[src/bpf_pkg.sv]
package bpf_pkg;

  // Register byte offsets.
  localparam logic [7:0] OFF_CTRL = 8'h00;
  localparam logic [7:0] OFF_STATUS = 8'h04;
  localparam logic [7:0] OFF_COUNT = 8'h08;

  // Control field positions and reset value.
  localparam int CTRL_EN_BIT = 0;
  localparam int CTRL_BURST_EN_BIT = 1;
  localparam logic [1:0] CTRL_RESET = 2'h3;

  // Status field positions.
  localparam int STAT_STATE_LSB = 0;
  localparam int STAT_WAIT_BIT = 5;
  localparam int STAT_CNT_LSB = 8;

  // Counter and address width.
  localparam int ADDR_W = 8;

  // Clock period and the memory page wait delay.
  localparam int unsigned CLK_PERIOD_PS = 4000;
  localparam int unsigned PAGE_WAIT_NS = 21;
  localparam int unsigned PAGE_WAIT_CYC =
    (PAGE_WAIT_NS * 1000 + CLK_PERIOD_PS - 1) / CLK_PERIOD_PS;

  // Default half period of the processor clock, in clock cycles.
  localparam int unsigned CPU_HALF_DEF = 4;

  // Fetch sequencer states.
  typedef enum logic [4:0] {
    BPF_IDLE = 5'h01,
    BPF_FIRST = 5'h02,
    BPF_PAGE = 5'h04,
    BPF_BURST = 5'h08,
    BPF_SUSP = 5'h10
  } bpf_state_t;

  // Processor fetch request group.
  typedef struct packed {
    logic instr_request_n;
    logic burst_request_n;
    logic kill;
    logic [ADDR_W-1:0] addr;
  } bpf_cpu_req_t;

  // Memory control group.
  typedef struct packed {
    logic ale;
    logic ce_n;
    logic [ADDR_W-1:0] prom_addr_out;
  } bpf_prom_t;

  // APB request group.
  typedef struct packed {
    logic psel;
    logic penable;
    logic pwrite;
    logic [7:0] paddr;
    logic [31:0] pwdata;
  } bpf_apb_req_t;

  // APB answer group.
  typedef struct packed {
    logic [31:0] prdata;
    logic pready;
    logic pslverr;
  } bpf_apb_rsp_t;

endpackage

[src/bpf_top.sv]
// The APB register port and the register offsets were chosen for this implementation.
`timescale 1ns/10ps
module bpf_top #(
  parameter int unsigned CPU_HALF_CYC = bpf_pkg::CPU_HALF_DEF
) (
  // Clock and reset.
  input wire logic mclk_i,
  input wire logic rst_n_i,
  // Register bus.
  input wire bpf_pkg::bpf_apb_req_t apb_i,
  output bpf_pkg::bpf_apb_rsp_t apb_o,
  // Processor side.
  input wire bpf_pkg::bpf_cpu_req_t cpu_i,
  output logic instr_ready_n_o,
  output logic processor_clock_out_o,
  // Memory side.
  input wire logic prom_wait_n_i,
  output bpf_pkg::bpf_prom_t prom_o
);

  bpf_pkg::bpf_state_t state_q;
  bpf_pkg::bpf_state_t state_d;
  logic [7:0] div_q;
  logic processor_clock_q;
  logic instr_ready_n_q;
  logic instr_ready_n_d;
  logic ale_q;
  logic ce_n_q;
  logic [bpf_pkg::ADDR_W-1:0] prom_addr_q;
  logic [bpf_pkg::ADDR_W-1:0] counter_bits_q;
  logic request_sync_q;
  logic burst_request_sync_q;
  logic kill_sync_q;
  logic extra_wait_flag_q;
  logic wait_prev_q;
  logic [3:0] win_q;
  logic [1:0] ctrl_q;
  logic [15:0] words_q;
  logic [31:0] prdata_q;
  logic pready_q;
  logic pslverr_q;

  // Processor clock edge events, one clock cycle wide.
  wire half_end = (div_q == 8'(CPU_HALF_CYC - 1));
  wire rise_ev = half_end & ~processor_clock_q;
  wire fall_ev = half_end & processor_clock_q;

  // Control register fields.
  wire ctrl_en = ctrl_q[bpf_pkg::CTRL_EN_BIT];
  wire ctrl_burst_en = ctrl_q[bpf_pkg::CTRL_BURST_EN_BIT];

  // A new fetch is seen when the request is low at mid cycle.
  wire start = ctrl_en & ~cpu_i.instr_request_n;
  wire burst_go = ctrl_burst_en & ~burst_request_sync_q;
  wire win_done = (win_q >= 4'(bpf_pkg::PAGE_WAIT_CYC));
  wire wait_fell = wait_prev_q & ~prom_wait_n_i;
  wire wait_seen = extra_wait_flag_q | ~prom_wait_n_i;

  // Load pending marks the cycle in which the counter takes a new address.
  wire load_pending = fall_ev & start;
  // The wait clear term ends the extra wait once it has been served.
  wire wait_clear_term = fall_ev & (state_q == bpf_pkg::BPF_PAGE);

  // Burst states keep the latch enable under counter control.
  wire nxt_bursting = (state_d == bpf_pkg::BPF_BURST) |
                      (state_d == bpf_pkg::BPF_SUSP);
  wire in_burst = (state_q == bpf_pkg::BPF_BURST);
  wire paused = (state_q == bpf_pkg::BPF_SUSP);
  wire held_open = ~in_burst & ~paused;

  wire counter_clock = fall_ev & ale_q & nxt_bursting &
                       (state_q != bpf_pkg::BPF_IDLE) & ~start;

  wire sel_cpu = ~cpu_i.instr_request_n & ~cpu_i.kill & ale_q;
  wire [bpf_pkg::ADDR_W-1:0] prom_addr_d = sel_cpu ? cpu_i.addr
                                                   : counter_bits_q;

  wire ce_n_d = cpu_i.instr_request_n & burst_request_sync_q;

  // APB decode.
  wire apb_access = apb_i.psel & apb_i.penable;
  wire apb_answer = apb_access & ~pready_q;
  wire hit_ctrl = (apb_i.paddr == bpf_pkg::OFF_CTRL);
  wire hit_status = (apb_i.paddr == bpf_pkg::OFF_STATUS);
  wire hit_count = (apb_i.paddr == bpf_pkg::OFF_COUNT);
  wire apb_hit = hit_ctrl | hit_status | hit_count;
  wire ctrl_wr = apb_access & pready_q & apb_i.pwrite & hit_ctrl;

  // Status word shows the sequencer state, wait flag and counter.
  wire [31:0] status_word = {16'h0000, counter_bits_q, 2'h0,
                             extra_wait_flag_q, state_q};
  wire [31:0] rd_word = hit_ctrl ? {30'h00000000, ctrl_q} :
                        hit_status ? status_word :
                        hit_count ? {16'h0000, words_q} : 32'h00000000;

  // Sequencer next state and ready, applied at mid cycle only.
  always_comb
  begin
    state_d = state_q;
    instr_ready_n_d = instr_ready_n_q;
    unique case (state_q)
      bpf_pkg::BPF_IDLE:
      begin
        instr_ready_n_d = 1'b1;
        if (start)
        begin
          state_d = bpf_pkg::BPF_FIRST;
        end
      end
      bpf_pkg::BPF_FIRST:
      begin
        if (cpu_i.kill)
        begin
          state_d = bpf_pkg::BPF_IDLE;
          instr_ready_n_d = 1'b1;
        end
        else if (!win_done)
        begin
          instr_ready_n_d = 1'b1;
        end
        else if (wait_seen)
        begin
          state_d = bpf_pkg::BPF_PAGE;
          instr_ready_n_d = 1'b1;
        end
        else
        begin
          instr_ready_n_d = 1'b0;
          state_d = burst_go ? bpf_pkg::BPF_BURST : bpf_pkg::BPF_IDLE;
        end
      end
      bpf_pkg::BPF_PAGE:
      begin
        instr_ready_n_d = 1'b0;
        state_d = burst_go ? bpf_pkg::BPF_BURST : bpf_pkg::BPF_IDLE;
      end
      bpf_pkg::BPF_BURST:
      begin
        if (start)
        begin
          state_d = bpf_pkg::BPF_FIRST;
          instr_ready_n_d = 1'b1;
        end
        else if (cpu_i.kill || !ctrl_burst_en)
        begin
          state_d = bpf_pkg::BPF_IDLE;
          instr_ready_n_d = 1'b1;
        end
        else if (!burst_request_sync_q)
        begin
          instr_ready_n_d = 1'b0;
        end
        else
        begin
          state_d = bpf_pkg::BPF_SUSP;
          instr_ready_n_d = 1'b1;
        end
      end
      bpf_pkg::BPF_SUSP:
      begin
        instr_ready_n_d = 1'b1;
        if (start)
        begin
          state_d = bpf_pkg::BPF_FIRST;
        end
        else if (cpu_i.kill || !ctrl_burst_en)
        begin
          state_d = bpf_pkg::BPF_IDLE;
        end
        else if (!burst_request_sync_q)
        begin
          state_d = bpf_pkg::BPF_BURST;
          instr_ready_n_d = 1'b0;
        end
      end
      default:
      begin
        state_d = bpf_pkg::BPF_IDLE;
        instr_ready_n_d = 1'b1;
      end
    endcase
  end

  // Processor clock divider.
  always_ff @(posedge mclk_i or negedge rst_n_i)
  begin
    if (!rst_n_i)
    begin
      div_q <= 8'h00;
      processor_clock_q <= 1'b0;
    end
    else
    begin
      div_q <= half_end ? 8'h00 : div_q + 8'h01;
      processor_clock_q <= processor_clock_q ^ half_end;
    end
  end

  // Sequencer state and ready, updated at mid cycle.
  always_ff @(posedge mclk_i or negedge rst_n_i)
  begin
    if (!rst_n_i)
    begin
      state_q <= bpf_pkg::BPF_IDLE;
      instr_ready_n_q <= 1'b1;
    end
    else if (fall_ev)
    begin
      state_q <= state_d;
      instr_ready_n_q <= instr_ready_n_d;
    end
  end

  // Request samples: request and kill at mid cycle, burst at rising edge.
  always_ff @(posedge mclk_i or negedge rst_n_i)
  begin
    if (!rst_n_i)
    begin
      request_sync_q <= 1'b1;
      kill_sync_q <= 1'b0;
      burst_request_sync_q <= 1'b1;
    end
    else
    begin
      if (fall_ev)
      begin
        request_sync_q <= cpu_i.instr_request_n;
        kill_sync_q <= cpu_i.kill;
      end
      if (rise_ev)
      begin
        burst_request_sync_q <= cpu_i.burst_request_n;
      end
    end
  end

  // Latch enable, moved on the same edges as the processor clock.
  always_ff @(posedge mclk_i or negedge rst_n_i)
  begin
    if (!rst_n_i)
    begin
      ale_q <= 1'b1;
    end
    else if (fall_ev)
    begin
      ale_q <= ~nxt_bursting | start;
    end
    else if (rise_ev)
    begin
      // open from burst request, also on resume so the held address loads
      ale_q <= held_open | ((in_burst | paused) & ~cpu_i.burst_request_n &
                            ~extra_wait_flag_q);
    end
  end

  // Burst counter: load on a new fetch, step on each latch fall.
  always_ff @(posedge mclk_i or negedge rst_n_i)
  begin
    if (!rst_n_i)
    begin
      counter_bits_q <= '0;
    end
    else if (load_pending)
    begin
      counter_bits_q <= cpu_i.addr;
    end
    else if (counter_clock)
    begin
      counter_bits_q <= counter_bits_q + 8'h01;
    end
  end

  // Page wait window and extra wait flag; a set wins over a clear.
  always_ff @(posedge mclk_i or negedge rst_n_i)
  begin
    if (!rst_n_i)
    begin
      wait_prev_q <= 1'b1;
      win_q <= 4'h0;
      extra_wait_flag_q <= 1'b0;
    end
    else
    begin
      wait_prev_q <= prom_wait_n_i;
      if (load_pending)
      begin
        win_q <= 4'h0;
      end
      else if (!win_done)
      begin
        win_q <= win_q + 4'h1;
      end
      if (wait_fell && state_q == bpf_pkg::BPF_FIRST)
      begin
        extra_wait_flag_q <= 1'b1;
      end
      else if (wait_clear_term || load_pending)
      begin
        extra_wait_flag_q <= 1'b0;
      end
    end
  end

  // Memory address and chip enable registers.
  always_ff @(posedge mclk_i or negedge rst_n_i)
  begin
    if (!rst_n_i)
    begin
      prom_addr_q <= '0;
      ce_n_q <= 1'b1;
    end
    else
    begin
      prom_addr_q <= prom_addr_d;
      ce_n_q <= ce_n_d;
    end
  end

  // Delivered word count, one per ready seen at a processor rising edge.
  always_ff @(posedge mclk_i or negedge rst_n_i)
  begin
    if (!rst_n_i)
    begin
      words_q <= 16'h0000;
    end
    else if (rise_ev && !instr_ready_n_q)
    begin
      words_q <= words_q + 16'h0001;
    end
  end

  // Control register write, taken when the access completes.
  always_ff @(posedge mclk_i or negedge rst_n_i)
  begin
    if (!rst_n_i)
    begin
      ctrl_q <= bpf_pkg::CTRL_RESET;
    end
    else if (ctrl_wr)
    begin
      ctrl_q <= apb_i.pwdata[1:0];
    end
  end

  // APB answer: one wait cycle, then ready with data and error.
  always_ff @(posedge mclk_i or negedge rst_n_i)
  begin
    if (!rst_n_i)
    begin
      pready_q <= 1'b0;
      prdata_q <= 32'h00000000;
      pslverr_q <= 1'b0;
    end
    else
    begin
      pready_q <= apb_answer;
      pslverr_q <= apb_answer & ~apb_hit;
      if (apb_answer && !apb_i.pwrite)
      begin
        prdata_q <= rd_word;
      end
    end
  end

  // Output wiring, every bit from a register.
  assign instr_ready_n_o = instr_ready_n_q;
  assign processor_clock_out_o = processor_clock_q;
  assign prom_o.ale = ale_q;
  assign prom_o.ce_n = ce_n_q;
  assign prom_o.prom_addr_out = prom_addr_q;
  assign apb_o.prdata = prdata_q;
  assign apb_o.pready = pready_q;
  assign apb_o.pslverr = pslverr_q;

endmodule

[config.mk]
export PLATFORM = sky130hd
export DESIGN_NAME = bpf_top
export DESIGN_NICKNAME = d
export VERILOG_FILES = /design/src/bpf_pkg.sv /design/src/bpf_top.sv
export SDC_FILE = /design/constraint.sdc
export NUM_CORES = 1
export LEC_CHECK = 0
export BUFFER_PORTS_ARGS = -buffer_cell sky130_fd_sc_hd__buf_2
export CAP_MARGIN = 10
export CORE_MARGIN = 2
export CORE_UTILIZATION = 35
export DETAILED_ROUTE_END_ITERATION = 10
export PLACE_DENSITY_LB_ADDON = 0.2
export SLEW_MARGIN = 20
export SYNTH_ARGS = -nofsm -noshare
export SYNTH_HDL_FRONTEND = slang
export SYNTH_SLANG_ARGS = --single-unit
[constraint.sdc]
create_clock -name mclk_i -period 3.7 [get_ports mclk_i]
set_input_delay 0.555 -clock mclk_i [delete_from_list [all_inputs] [get_ports mclk_i]]
set_output_delay 0.555 -clock mclk_i [all_outputs]
set_load 0.01 [all_outputs]
[Word-level counts from Yosys, hierarchy flattened]
Cells that the tools add are included.
Cells by class
  multiplexer cells: 32
  bitwise gates (word level): 44
  add/subtract/negate cells: 4
  equality and inequality tests: 12
  order comparisons: 1
  reductions and logical operators: 13
Operator list (number)
  16-bit two-way mux: 3
  5-bit two-way mux: 9
  8-bit two-way mux: 4
  5-bit case mux with 5 select lines: 1
  1-bit AND: 23
  16-bit by 1-bit adder with 16-bit output (second input constant): 1
  8-bit by 1-bit adder with 8-bit output (second input constant): 2
  4-bit two-way mux: 4
  1-bit inverter: 13
  5-bit by 4-bit == test with 1-bit output (second input constant): 2
  5-bit == test (second input constant): 2
  1-bit two-way mux: 10
  8-bit by 2-bit == test with 1-bit output (second input constant): 1
  8-bit by 3-bit == test with 1-bit output (second input constant): 1
  8-bit by 4-bit == test with 1-bit output (second input constant): 1
  8-bit zero test: 1
  1-bit bitwise OR: 7
  2-bit nonzero test: 3
  5-bit by 1-bit == test with 1-bit output (second input constant): 1
  5-bit by 2-bit == test with 1-bit output (second input constant): 1
  5-bit by 3-bit == test with 1-bit output (second input constant): 1
  5-bit by 1-bit != test with 1-bit output (second input constant): 1
  4-bit by 1-bit adder with 4-bit output (second input constant): 1
  4-bit by 3-bit >= comparator with 1-bit output (second input constant): 1
  other kinds (7): 12
Word-level totals
  logic and storage cells: 123
  input port bits: 57
  flip-flop bits (word level): 92

[Depth between registers and ports, before layout]
Gate-level depths: netlist (run 1).
  depth in word-level cells: 14
  mapped depth: 9
  depth with buffers taken out: 9

[Worst setup path after synthesis (run 1)]
No wires, ideal clock.
  kind: register to register
  start point: reg state_q[0]
  end point: reg counter_bits_q[2] (netlist bit)
  cell stages (with the launch flop): 9
  setup slack: 1003 ps
  arrival: 2615 ps
  clock period less this slack: 2697 ps
  required time: 3618 ps
  path through: dfstp_2 buf_6 or4b_4 nor2_4 and3b_4 or4_4 buf_6 or4_1 a31oi_1
On the way
  cells in the longest elaborated chain, start to end: 10
  elaborated cells between the ends (all ways): 23
  those cells by class: eq/ne (8); mux (10); bitwise (4); reduce/logical (1)
RTL lines
  start, declared: RTL line bpf_top.sv:21  | bpf_pkg::bpf_state_t state_q;
  start signal, assigned: RTL line bpf_top.sv:204  | state_q <= bpf_pkg::BPF_IDLE;
  start signal, assigned: RTL line bpf_top.sv:209  | state_q <= state_d;
  5-bit two-way mux, on equally long branches: RTL line bpf_top.sv:170, bpf_top.sv:149
  5-bit two-way mux, on equally long branches: RTL line bpf_top.sv:166, bpf_top.sv:144
  5-bit two-way mux, on equally long branches: RTL line bpf_top.sv:162, bpf_top.sv:139
  5-bit case mux with 5 select lines: RTL line bpf_top.sv:101  | unique case (state_q)
  5-bit by 4-bit == test with 1-bit output or 5-bit == test (tied branches): RTL line bpf_top.sv:65, bpf_top.sv:66
  1-bit bitwise OR: RTL line bpf_top.sv:65  | wire nxt_bursting = (state_d == bpf_pkg::BPF_BURST) |
  1-bit AND: RTL line bpf_top.sv:71  | wire counter_clock = fall_ev & ale_q & nxt_bursting &
  1-bit AND (*): RTL line bpf_top.sv:71
  1-bit AND (*): RTL line bpf_top.sv:72  | (state_q != bpf_pkg::BPF_IDLE) & ~start;
  2-bit nonzero test (no line) (*)
  end signal, assigned: RTL line bpf_top.sv:265  | counter_bits_q <= cpu_i.addr;
  end signal, assigned: RTL line bpf_top.sv:269  | counter_bits_q <= counter_bits_q + 8'h01;
  end, declared: RTL line bpf_top.sv:30  | logic [bpf_pkg::ADDR_W-1:0] counter_bits_q;
Mark *: on every way between the ends. The rest lies on a longest branch, timed or not.
A chain may end at the register's enable or synchronous reset.

[Final worst setup path (run 1)]
  start point: reg state_q[3]
  end point: reg counter_bits_q[4] (netlist bit)
The elaborated chain is that of the path after synthesis.

==> results_dict.tcl, run 1 <==
set metrics [dict create \
    cts_tree "yes" \
    setup-tns-final_ns 0 \
    grt_overflow 0 \
    slew_headroom_pct 36.9 \
    critPathLaunchType "flip-flop" \
    drt-initial-drc-count 116 \
    hold_viol 0 \
    synthMuxAreaShare_pct 2.94 \
    power.leakage_nw 2.07 \
    finalSetupViolations 0 \
    htreeDepth 3 \
    synth_compound_area_share_pct 13.8 \
    multi_input_area_um2 1710 \
    drc 0 \
    fin_util_pct 41.1 \
    io_buffers 56 \
    cts.sinks 76 \
    status "finished clean" \
    grt_max_degree 77 \
    synth_seq_cells 76 \
    yosys_warnings 0 \
    fin_skew_ns 0.00844 \
    final_antenna_net_count 0 \
    synth.distinct_cells 50 \
    post-route-period-util_pct 77.0 \
    cts_buffers 9 \
    grt_pass1_wl_mm 13.8 \
    finalCriticalPeriod_ns 2.85 \
    die_h_um 109 \
    synth-adder-area-share_pct 2.29 \
    fmax_ghz 0.351 \
    clk_root_buffer_cell "clkbuf_8" \
    cellPowerDensity_nw_per_um2 401 \
    hold_path_class "in -> reg" \
    fin_ws_ns 0.850 \
    first_global_vias 2842 \
    cp.depth 6 \
    via_count 2925 \
    worstPathRequired_ns 3.98 \
    reg2reg_to "counter_bits_q[4]$_DFFE_PN0P_" \
    cp_top_family "simple AND/OR/NAND/NOR gates" \
    nFillCells 1136 \
    synthesis.area_um2 3830 \
    io_pins 103 \
    crit_slowest_cell "or4_4" \
    dpl_worst_slack_ns 0.845 \
    cts_setup_buffers 0 \
    dp_hpwl_mm 5.91 \
    gp_congestion 0.833 \
    cts_resized 0 \
    clk_latency_ns 0.35 \
    r2r_start "state_q[3]$_DFFE_PN0P_" \
    routed_wl_mm 8.14 \
    synth_top_flop_cell "dfrtp_1" \
    synth-xor-area-share_pct 5.72 \
    worstSetupEndpointType "flip-flop" \
    syn_inst 381 \
    wl_per_cell_um 14.1 \
    regToRegSetupSlack_ns 0.85 \
    num_antenna_cells 0 \
    maxSlewViolCount 0 \
    postPlaceCellArea_um2 4180 \
    seqCellArea_um2 1910 \
    rsz0062_at_grt "no" \
    finalPower_mw 1.77 \
    drt-vias-per-instance 5.05 \
    grt_usage_pct 15.0 \
    die_w_um 109 \
    async_flop_share_pct 100 \
    synth_top_family_by_area "simple AND/OR/NAND/NOR gates" \
    crit_buf_inv 0 \
    slowest_delay_ns 0.60 \
    ctsHoldBuffers 0 \
    die_area_um2 11800 \
    core_area_um2 10700 \
    drive_gt1_share_pct 23.2 \
    path_cells "or4b_4 -> nor2_4 -> and3b_4 -> or4_4 -> or4_1 -> a31oi_1" \
    critPathKind "reg -> reg" \
    vdd_drop_max_uv 154 \
    antenna_found_initial 0 \
    synth_edf_count 0 \
    final_nets 499 \
    cts.clk_slew.worst_paths_ns 0.08 \
    rows 38 \
    worstPathMaxFanout 12 \
    avgSynthCellArea_um2 10.1 \
    area_delta_synth_final_pct 15.4 \
    cp-endpoint "counter_bits_q[4]$_DFFE_PN0P_" \
    max_slew.worst_pin.slew_ns 0.947 \
    ff2ff_path_depth 6 \
    design_area_um2 4420 \
    cap_violations 0 \
    cp.arrival_ns 3.13 \
    synth-seq-area-share_pct 49.9 \
    first_pass_iters 4 \
    start_util_pct 35.6 \
    synth_simple_gate_area_share_pct 18.1 \
    startpoint "state_q[3]$_DFFE_PN0P_" \
    clk_path_buf_depth 2 \
]
==> synth_stat cells, drive strengths merged (6+ instances only) <==
library cell | n | area, µm²
nand3 | 18 | 90.1
mux2 | 10 | 113
inv | 15 | 56.3
and3 | 10 | 62.6
xor2 | 9 | 78.8
dfstp | 8 | 210
a22oi | 14 | 105
o21ai | 12 | 60.1
nor2 | 42 | 165
xnor2 | 16 | 140
dfrtp | 68 | 1700
clkbuf | 9 | 33.8
ha | 7 | 87.6
a21oi | 23 | 115
a31oi | 10 | 62.6
nor3 | 7 | 35.0
nand2 | 17 | 63.8
nor2b | 6 | 37.5
buf | 25 | 186
==> cell families (layout without fill, tap and decap cells) <==
kind of cell | Yosys count | count (layout)
AO/OA/AOI/OAI | 81 | 81
buffers and inverters | 49 | 92
AND/OR/NAND/NOR | 132 | 132
multiplexers | 10 | 10
adder cells (fa/ha/maj) | 7 | 7
other | 1 | 16
XOR/XNOR | 25 | 25
flip-flops | 76 | 76
==> worst min path at each step <==
stage                  startpoint                            end  cells past startpoint
2_1_floorplan             rst_n_i  counter_bits_q[0]$_DFFE_PN0P_                      0
3_3_place_gp   div_q[0]$_DFF_PN0_             div_q[0]$_DFF_PN0_                      1
3_5_place_dp   div_q[0]$_DFF_PN0_             div_q[0]$_DFF_PN0_                      1
4_1_cts             prom_wait_n_i          wait_prev_q$_DFF_PN1_                      1
5_1_grt             prom_wait_n_i          wait_prev_q$_DFF_PN1_                      1
6_report            prom_wait_n_i          wait_prev_q$_DFF_PN1_                      1
==> per-stage QoR <==
step | cells | hold WS (ns)
4_1_cts | 579 | 0.299
6_report | 579 | 0.322
2_1_floorplan | 396 | 0.259
3_3_place_gp | 564 | 0.439
3_5_place_dp | 564 | 0.453
5_1_grt | 579 | 0.297
==> power breakdown <==
group / switching (mW) / total (mW) / internal [mW]
combinational: 0.0888 / 0.148 / 0.0589
clock: 0.306 / 0.739 / 0.433
sequential: 0.0180 / 0.887 / 0.869
total: 0.413 / 1.77 / 1.36
==> registers in the layout (all words and copies together) (netlist names) <==
signal	count
ale_q	1
burst_request_sync_q	1
ce_n_q	1
counter_bits_q	8
ctrl_q	2
div_q	8
extra_wait_flag_q	1
instr_ready_n_o	1
prdata_q	16
pready_q	1
processor_clock_out_o	1
prom_addr_q	8
pslverr_q	1
state_q	5
wait_prev_q	1
win_q	4
words_q	16
==> area by class of cell <==
type                       count  share of cell area, %
multi-input combinational    271                   38.8
clock buffer                  12                   3.74
inverter                      15                   1.27
clock inverter                 3                   1.56
sequential                    76                   43.3
timing repair buffer          62                   7.42
tap                          140                   3.96
==> cell usage in the layout (no fill, tap or decap), types with 9 or more instances in the layout <==
master | netlist | layout
a21oi_1 | 23 | 23
a22oi_1 | 14 | 14
a31oi_1 | 10 | 10
and3_1 | 10 | 10
buf_2 | 2 | 55
clkbuf_8 | 0 | 12
conb_1 | 1 | 16
dfrtp_1 | 68 | 68
inv_1 | 15 | 15
mux2_2 | 10 | 10
nand2_1 | 17 | 17
nand3_1 | 18 | 18
nor2_1 | 41 | 41
o21ai_0 | 12 | 12
xnor2_1 | 16 | 16
xor2_1 | 9 | 9
==> layer usage <==
metal	track usage (%)	vias to the layer above	part of all wire (%)
met4	6.23	0	1.2
met2	23.2	82	47
met1	19.9	1408	46
met5	0	-	0
li1	-	1427	-
met3	4.16	8	5.5
Note: power is estimated with default switching activity, not from simulation.
==> inputs of run 2 (changes only) <==
--- a/config.mk
+++ b/config.mk
@@ -5,6 +5,7 @@
 export SDC_FILE = /design/constraint.sdc
 export NUM_CORES = 1
 export LEC_CHECK = 0
+export ABC_AREA = 1
 export BUFFER_PORTS_ARGS = -buffer_cell sky130_fd_sc_hd__buf_2
 export CAP_MARGIN = 10
 export CORE_MARGIN = 2
==> constraint.sdc (replaced) <==
create_clock -name mclk_i -period 2.4 [get_ports mclk_i]
set_input_delay 0.36 -clock mclk_i [delete_from_list [all_inputs] [get_ports mclk_i]]
set_output_delay 0.36 -clock mclk_i [all_outputs]
set_load 0.01 [all_outputs]
==> results_dict.tcl, run 2 <==
set metrics [dict create \
    clk_root_buffer_cell "clkbuf_16" \
    grt_usage_pct 15.4 \
    rows 39 \
    worstPathRequired_ns 2.64 \
    first_global_vias 3171 \
    clk_latency_ns 0.35 \
    dp_hpwl_mm 6.84 \
    hold_path_class "in -> async" \
    area_delta_synth_final_pct 19.4 \
    synth-seq-area-share_pct 46.3 \
    core_area_um2 11500 \
    routed_wl_mm 9.27 \
    drive_gt1_share_pct 25.2 \
    crit_slowest_cell "dfrtp_1" \
    dpl_worst_slack_ns 0.0553 \
    synth_seq_cells 76 \
    worstSetupEndpointType "flip-flop" \
    path_cells "ha_2 -> nand3_1 -> nor4_2 -> buf_4 -> ha_4 -> inv_2 -> nor2_4 -> nand4_1 -> nor2_2 -> nand3_4 -> nor2_4 -> nand2_1 -> xor2_1" \
    htreeDepth 3 \
    synth_edf_count 0 \
    layout_commonest_cell "nand2_1" \
    clk_path_buf_depth 2 \
    die_w_um 113 \
    grt_overflow 0 \
    synth.distinct_cells 43 \
    first_pass_iters 4 \
    die_area_um2 12700 \
    setup-tns-final_ns 0 \
    async_flop_share_pct 100 \
    finalCriticalPeriod_ns 2.19 \
    cts.sinks 76 \
    cts.clk_slew.worst_paths_ns 0.06 \
    yosys_warnings 0 \
    fin_skew_ns 0.00595 \
    fmax_ghz 0.457 \
    final_antenna_net_count 0 \
    r2r_start "div_q[0]$_DFF_PN0_" \
    post-route-period-util_pct 91.1 \
    via_count 3298 \
    postPlaceCellArea_um2 4510 \
    worstPathMaxFanout 4 \
    status "finished, violations left" \
    antenna_found_initial 0 \
    io_pins 103 \
    slowest_delay_ns 0.38 \
    syn_inst 484 \
    design_area_um2 4930 \
    hold_ws_ns -0.0152 \
    num_antenna_cells 0 \
    final_cell_mix "99 x nand2_1, 68 x dfrtp_1, 58 x inv_1" \
    startpoint "div_q[0]$_DFF_PN0_" \
    wl_per_cell_um 13.3 \
    avgSynthCellArea_um2 8.52 \
    ys_top_cells_by_area "dfrtp_1 41%, nand2_1 9.0%, inv_1 5.3%" \
    synth_top_area_share_pct 41.2 \
    cts_tree "yes" \
    critPathKind "reg -> reg" \
    yosysTopAreaCell "dfrtp_1" \
    gp_congestion 0.818 \
    max_slew.worst_pin.slew_ns 0.510 \
    drc 0 \
    yosysMostFrequentCell "nand2_1" \
    fin_ws_ns 0.213 \
    finalSetupViolations 0 \
    power.leakage_nw 2.48 \
    die_h_um 113 \
    synth_top_flop_cell "dfrtp_1" \
    io_buffers 56 \
    drt-vias-per-instance 4.72 \
    final_nets 614 \
    grt_max_degree 40 \
    crit_top_cell "nor2_4" \
    dp_cells 678 \
    fin_util_pct 43.0 \
    top_regs "prdata_q x16, words_q x16" \
    cts_buffers 9 \
    cellPowerDensity_nw_per_um2 729 \
    drt-initial-drc-count 121 \
    rsz0062_at_grt "no" \
    critPathLaunchType "flip-flop" \
    synth_commonest_cells "99 x nand2_1, 68 x dfrtp_1, 58 x inv_1" \
    cp.arrival_ns 2.42 \
    instances_no_fill 698 \
    slew_headroom_pct 66.0 \
    start_util_pct 36.0 \
    grt_pass1_wl_mm 15.5 \
    violations "negative hold slack" \
    vdd_drop_max_uv 328 \
    hold_viol 15 \
    cap_violations 0 \
    synthesis.area_um2 4130 \
    maxSlewViolCount 0 \
]
[run 2: cell types whose count changed in the layout (fill, tap and decap cells not counted), sizes merged, moves of 10 or more]
cell,previous run,this run
nand2,17,102
nand3,18,37
and3,10,0
o21ai,12,39
a22oi,14,1
inv,15,69
xnor2,16,4
[run 2: routing by layer]
metal	wire length (µm)	GRT usage, %
met1	4460	20.9
met2	4210	23.7
met3	419	3.56
met4	183	6.50
met5	0	0
[run 2: kinds of logic after synthesis]
logic type,count (synthesis),share of synthesized area [%]
AO/OA/AOI/OAI,72,10.0
flip-flops,76,46.3
multiplexers,1,0.273
AND/OR/NAND/NOR,210,25.5
adder cells (fa/ha/maj),7,2.12
buffers and inverters,95,10.9
other,1,0.0909
XOR/XNOR,22,4.67
[run 2: metrics by stage]
step | total power, mW | hold WS, ns
2_1_floorplan | 1.87 | 0.0644
3_3_place_gp | 2.03 | 0.375
3_5_place_dp | 2.04 | 0.375
5_1_grt | 3.76 | 0.0237
6_report | 3.59 | -0.0152
4_1_cts | 3.62 | 0.0119
[run 2: layout make-up]
| cell class | instances | area (µm²) |
|---|---|---|
| repair buffers | 67 | 378 |
| multi-input cells | 328 | 1860 |
| fillers | 1149 | 6540 |
| inverters | 68 | 255 |
| flip-flops and latches | 76 | 1910 |
| well taps | 143 | 179 |
| clock inverters | 6 | 111 |
| clock buffers | 10 | 229 |
[run 2: report_power, final]
group	internal (mW)	switching (mW)	total [mW]	leakage, nW
sequential	1.40	0.108	1.51	0.990
clock	1.02	0.560	1.58	0.163
combinational	0.191	0.314	0.506	1.33
total	2.61	0.982	3.59	2.48
[run 2: final timing paths]
path | to | cells past startpoint | slack [ns]
hold / removal | prdata_q[2]$_DFFE_PN0P_ | 1 | -0.02
min in group mclk_i | wait_prev_q$_DFF_PN1_ | 1 | 0.14
setup reg to reg | words_q[15]$_DFFE_PN0P_ | 13 | 0.21
max in group asynchronous | counter_bits_q[6]$_DFFE_PN0P_ | 2 | 1.83
setup / recovery | words_q[15]$_DFFE_PN0P_ | 13 | 0.21
hold reg to reg | pready_q$_DFF_PN0_ | 1 | 0.46
[run 2: timing repair]
item                                   in CTS  in global routing
setup buffers                               0                  4
endpoints found under the hold margin       0                  0
hold buffers                                0                  0
gates resized for setup                     0                  8
setup endpoints to repair                   0                  7
[run 2: critical path, delay by kind of cell, from the launching register on]
kind	cells	cell delay [ns]
and+or+nand+nor	8	1.01
adders and majority gates	2	0.32
DFF	1	0.38
buffers and inverters	2	0.23
xor gates and xnor gates	1	0.14
==> inputs of run 3 (changes only) <==
--- a/config.mk
+++ b/config.mk
@@ -8,8 +8,10 @@
 export ABC_AREA = 1
 export BUFFER_PORTS_ARGS = -buffer_cell sky130_fd_sc_hd__buf_2
 export CAP_MARGIN = 10
+export CELL_PAD_IN_SITES_DETAIL_PLACEMENT = 2
+export CELL_PAD_IN_SITES_GLOBAL_PLACEMENT = 2
 export CORE_MARGIN = 2
-export CORE_UTILIZATION = 35
+export CORE_UTILIZATION = 28
 export DETAILED_ROUTE_END_ITERATION = 10
 export PLACE_DENSITY_LB_ADDON = 0.2
 export SLEW_MARGIN = 20
==> results_dict.tcl, run 3 (same netlist as run 2, synthesis figures left out) <==
set metrics [dict create \
    status "finished, violations left" \
    violations "negative hold slack" \
    layout_commonest_cell "nand2_1" \
    start_util_pct 28.5 \
    max_slew.worst_pin.slew_ns 0.682 \
    final_cell_mix "98 x nand2_1, 68 x dfrtp_1, 57 x inv_1" \
    via_count 3495 \
    routed.top_layer "met4" \
    cp.arrival_ns 2.51 \
    wl_per_cell_um 15.7 \
    regToRegSetupSlack_ns 0.12 \
    clk_root_buffer_cell "clkbuf_16" \
    clk_latency_ns 0.34 \
    first_global_vias 3766 \
    first_pass_iters 4 \
    setup-tns-final_ns 0 \
    antenna_found_initial 0 \
    critPathKind "reg -> reg" \
    finalCriticalPeriod_ns 2.28 \
    dr_wl_met3_um 292 \
    critPathLaunchType "flip-flop" \
    drt-initial-drc-count 82 \
    cts.sinks 76 \
    drive_gt1_share_pct 26.8 \
    slowest_delay_ns 0.40 \
    area_delta_synth_final_pct 22.8 \
    grt_usage_pct 15.8 \
    worstPathRequired_ns 2.63 \
    fmax_ghz 0.438 \
    top_regs "prdata_q x16, words_q x16" \
    maxSlewViolCount 0 \
    core_area_um2 14500 \
    cts.clk_slew.worst_paths_ns 0.06 \
    io_pins 103 \
    wl_met1_mm 5.44 \
    path_cells "ha_4 -> nand3_4 -> nor4_4 -> ha_2 -> inv_2 -> nor2_4 -> nand4_1 -> nor2_4 -> nand3_4 -> nor2_4 -> nand2_2 -> xor2_1" \
    gp_congestion 0.772 \
    io_buffers 56 \
    rows 44 \
    hold_ws_ns -0.00802 \
    crit_top_cell "nor2_4" \
    routed-wl-met2_mm 5.90 \
    final_antenna_net_count 0 \
    die_h_um 125 \
    die_w_um 125 \
    cts_tree "yes" \
    drt-vias-per-instance 4.65 \
    grt_max_degree 37 \
    grt_overflow 0 \
    clk_path_buf_depth 2 \
    slew_headroom_pct 54.4 \
    worstSetupEndpointType "flip-flop" \
    hold_path_class "in -> async" \
    routed_wl_mm 11.8 \
    cts_buffers 9 \
    grt_pass1_wl_mm 19.7 \
    num_antenna_cells 0 \
    cellPowerDensity_nw_per_um2 676 \
    die_area_um2 15700 \
    finalSetupViolations 0 \
    crit_slowest_cell "dfrtp_1" \
    post-route-period-util_pct 95.1 \
    reg2reg_to "words_q[15]$_DFFE_PN0P_" \
    hold_viol 18 \
    fin_skew_ns 0.00596 \
    rsz0062_at_grt "yes" \
    power.leakage_nw 2.54 \
    fin_util_pct 35.0 \
    ff2ff_path_depth 12 \
    htreeDepth 3 \
    worstPathMaxFanout 4 \
    vdd_drop_max_uv 367 \
    drc 0 \
    r2r_start "div_q[1]$_DFF_PN0_" \
    cap_violations 0 \
    final_nets 626 \
    dp_hpwl_mm 8.71 \
]
run 3: worst max-delay path, delay by kind of cell, from the launching register on:
| family | cells | cell delay, ns |
|---|---|---|
| buffers and inverters | 1 | 0.05 |
| adders and majority gates | 2 | 0.41 |
| and+or+nand+nor | 8 | 1.17 |
| DFF | 1 | 0.40 |
| xor gates and xnor gates | 1 | 0.14 |
run 3: stage by stage:
| stage | total power, mW | setup slack [ns] | area, µm² | std cells | hold slack [ns] |
|---|---|---|---|---|---|
| final | 3.43 | 0.117 | 5070 | 751 | -0.00802 |
| after global routing | 3.63 | -0.0812 | 5070 | 751 | 0.0225 |
| after CTS | 3.49 | 0.0436 | 4920 | 742 | 0.00496 |
| after detailed placement | 2.06 | -0.0585 | 4620 | 726 | 0.376 |
| after global placement | 2.03 | 0.0782 | 4620 | 726 | 0.370 |
| after floorplan | 1.87 | 0.00187 | 4180 | 499 | 0.0644 |
run 3: final cells by class:
| cell class | count | area, µm² |
|---|---|---|
| fillers | 1665 | 9410 |
| clock buffers | 15 | 268 |
| clock inverters | 1 | 30.0 |
| well taps | 184 | 230 |
| repair buffers | 78 | 460 |
| multi-input cells | 329 | 1910 |
| inverters | 68 | 258 |
| flip-flops and latches | 76 | 1910 |
run 3: repair_timing:
item | CTS | global route
pin swaps | 0 | 7
gates cloned | 0 | 1
resized for setup | 1 | 16
buffers inserted | 0 | 8
hold buffers | 0 | 0
setup endpoints to repair | 5 | 12
run 3: worst max path at each step:
| stage | start | endpoint | slack (ns) | cells past startpoint |
|---|---|---|---|---|
| after floorplan | div_q[0]$_DFF_PN0_ | words_q[15]$_DFFE_PN0P_ | 0.002 | 12 |
| after global placement | div_q[1]$_DFF_PN0_ | words_q[15]$_DFFE_PN0P_ | 0.08 | 12 |
| after detailed placement | div_q[1]$_DFF_PN0_ | words_q[15]$_DFFE_PN0P_ | -0.06 | 12 |
| after CTS | div_q[1]$_DFF_PN0_ | words_q[15]$_DFFE_PN0P_ | 0.04 | 12 |
| after global routing | div_q[3]$_DFF_PN0_ | words_q[13]$_DFFE_PN0P_ | -0.08 | 11 |
| final | div_q[1]$_DFF_PN0_ | words_q[15]$_DFFE_PN0P_ | 0.12 | 12 |
run 3: report_power, final:
group / internal (mW) / switching (mW) / total [mW]
combinational: 0.192 / 0.334 / 0.525
sequential: 1.40 / 0.108 / 1.51
clock: 0.865 / 0.528 / 1.39
run 3: metal layers:
layer,up-vias,GRT usage (%)
met5,-,0
met4,0,4.71
met1,1766,20.1
met2,38,26.8
li1,1682,-
met3,9,3.42
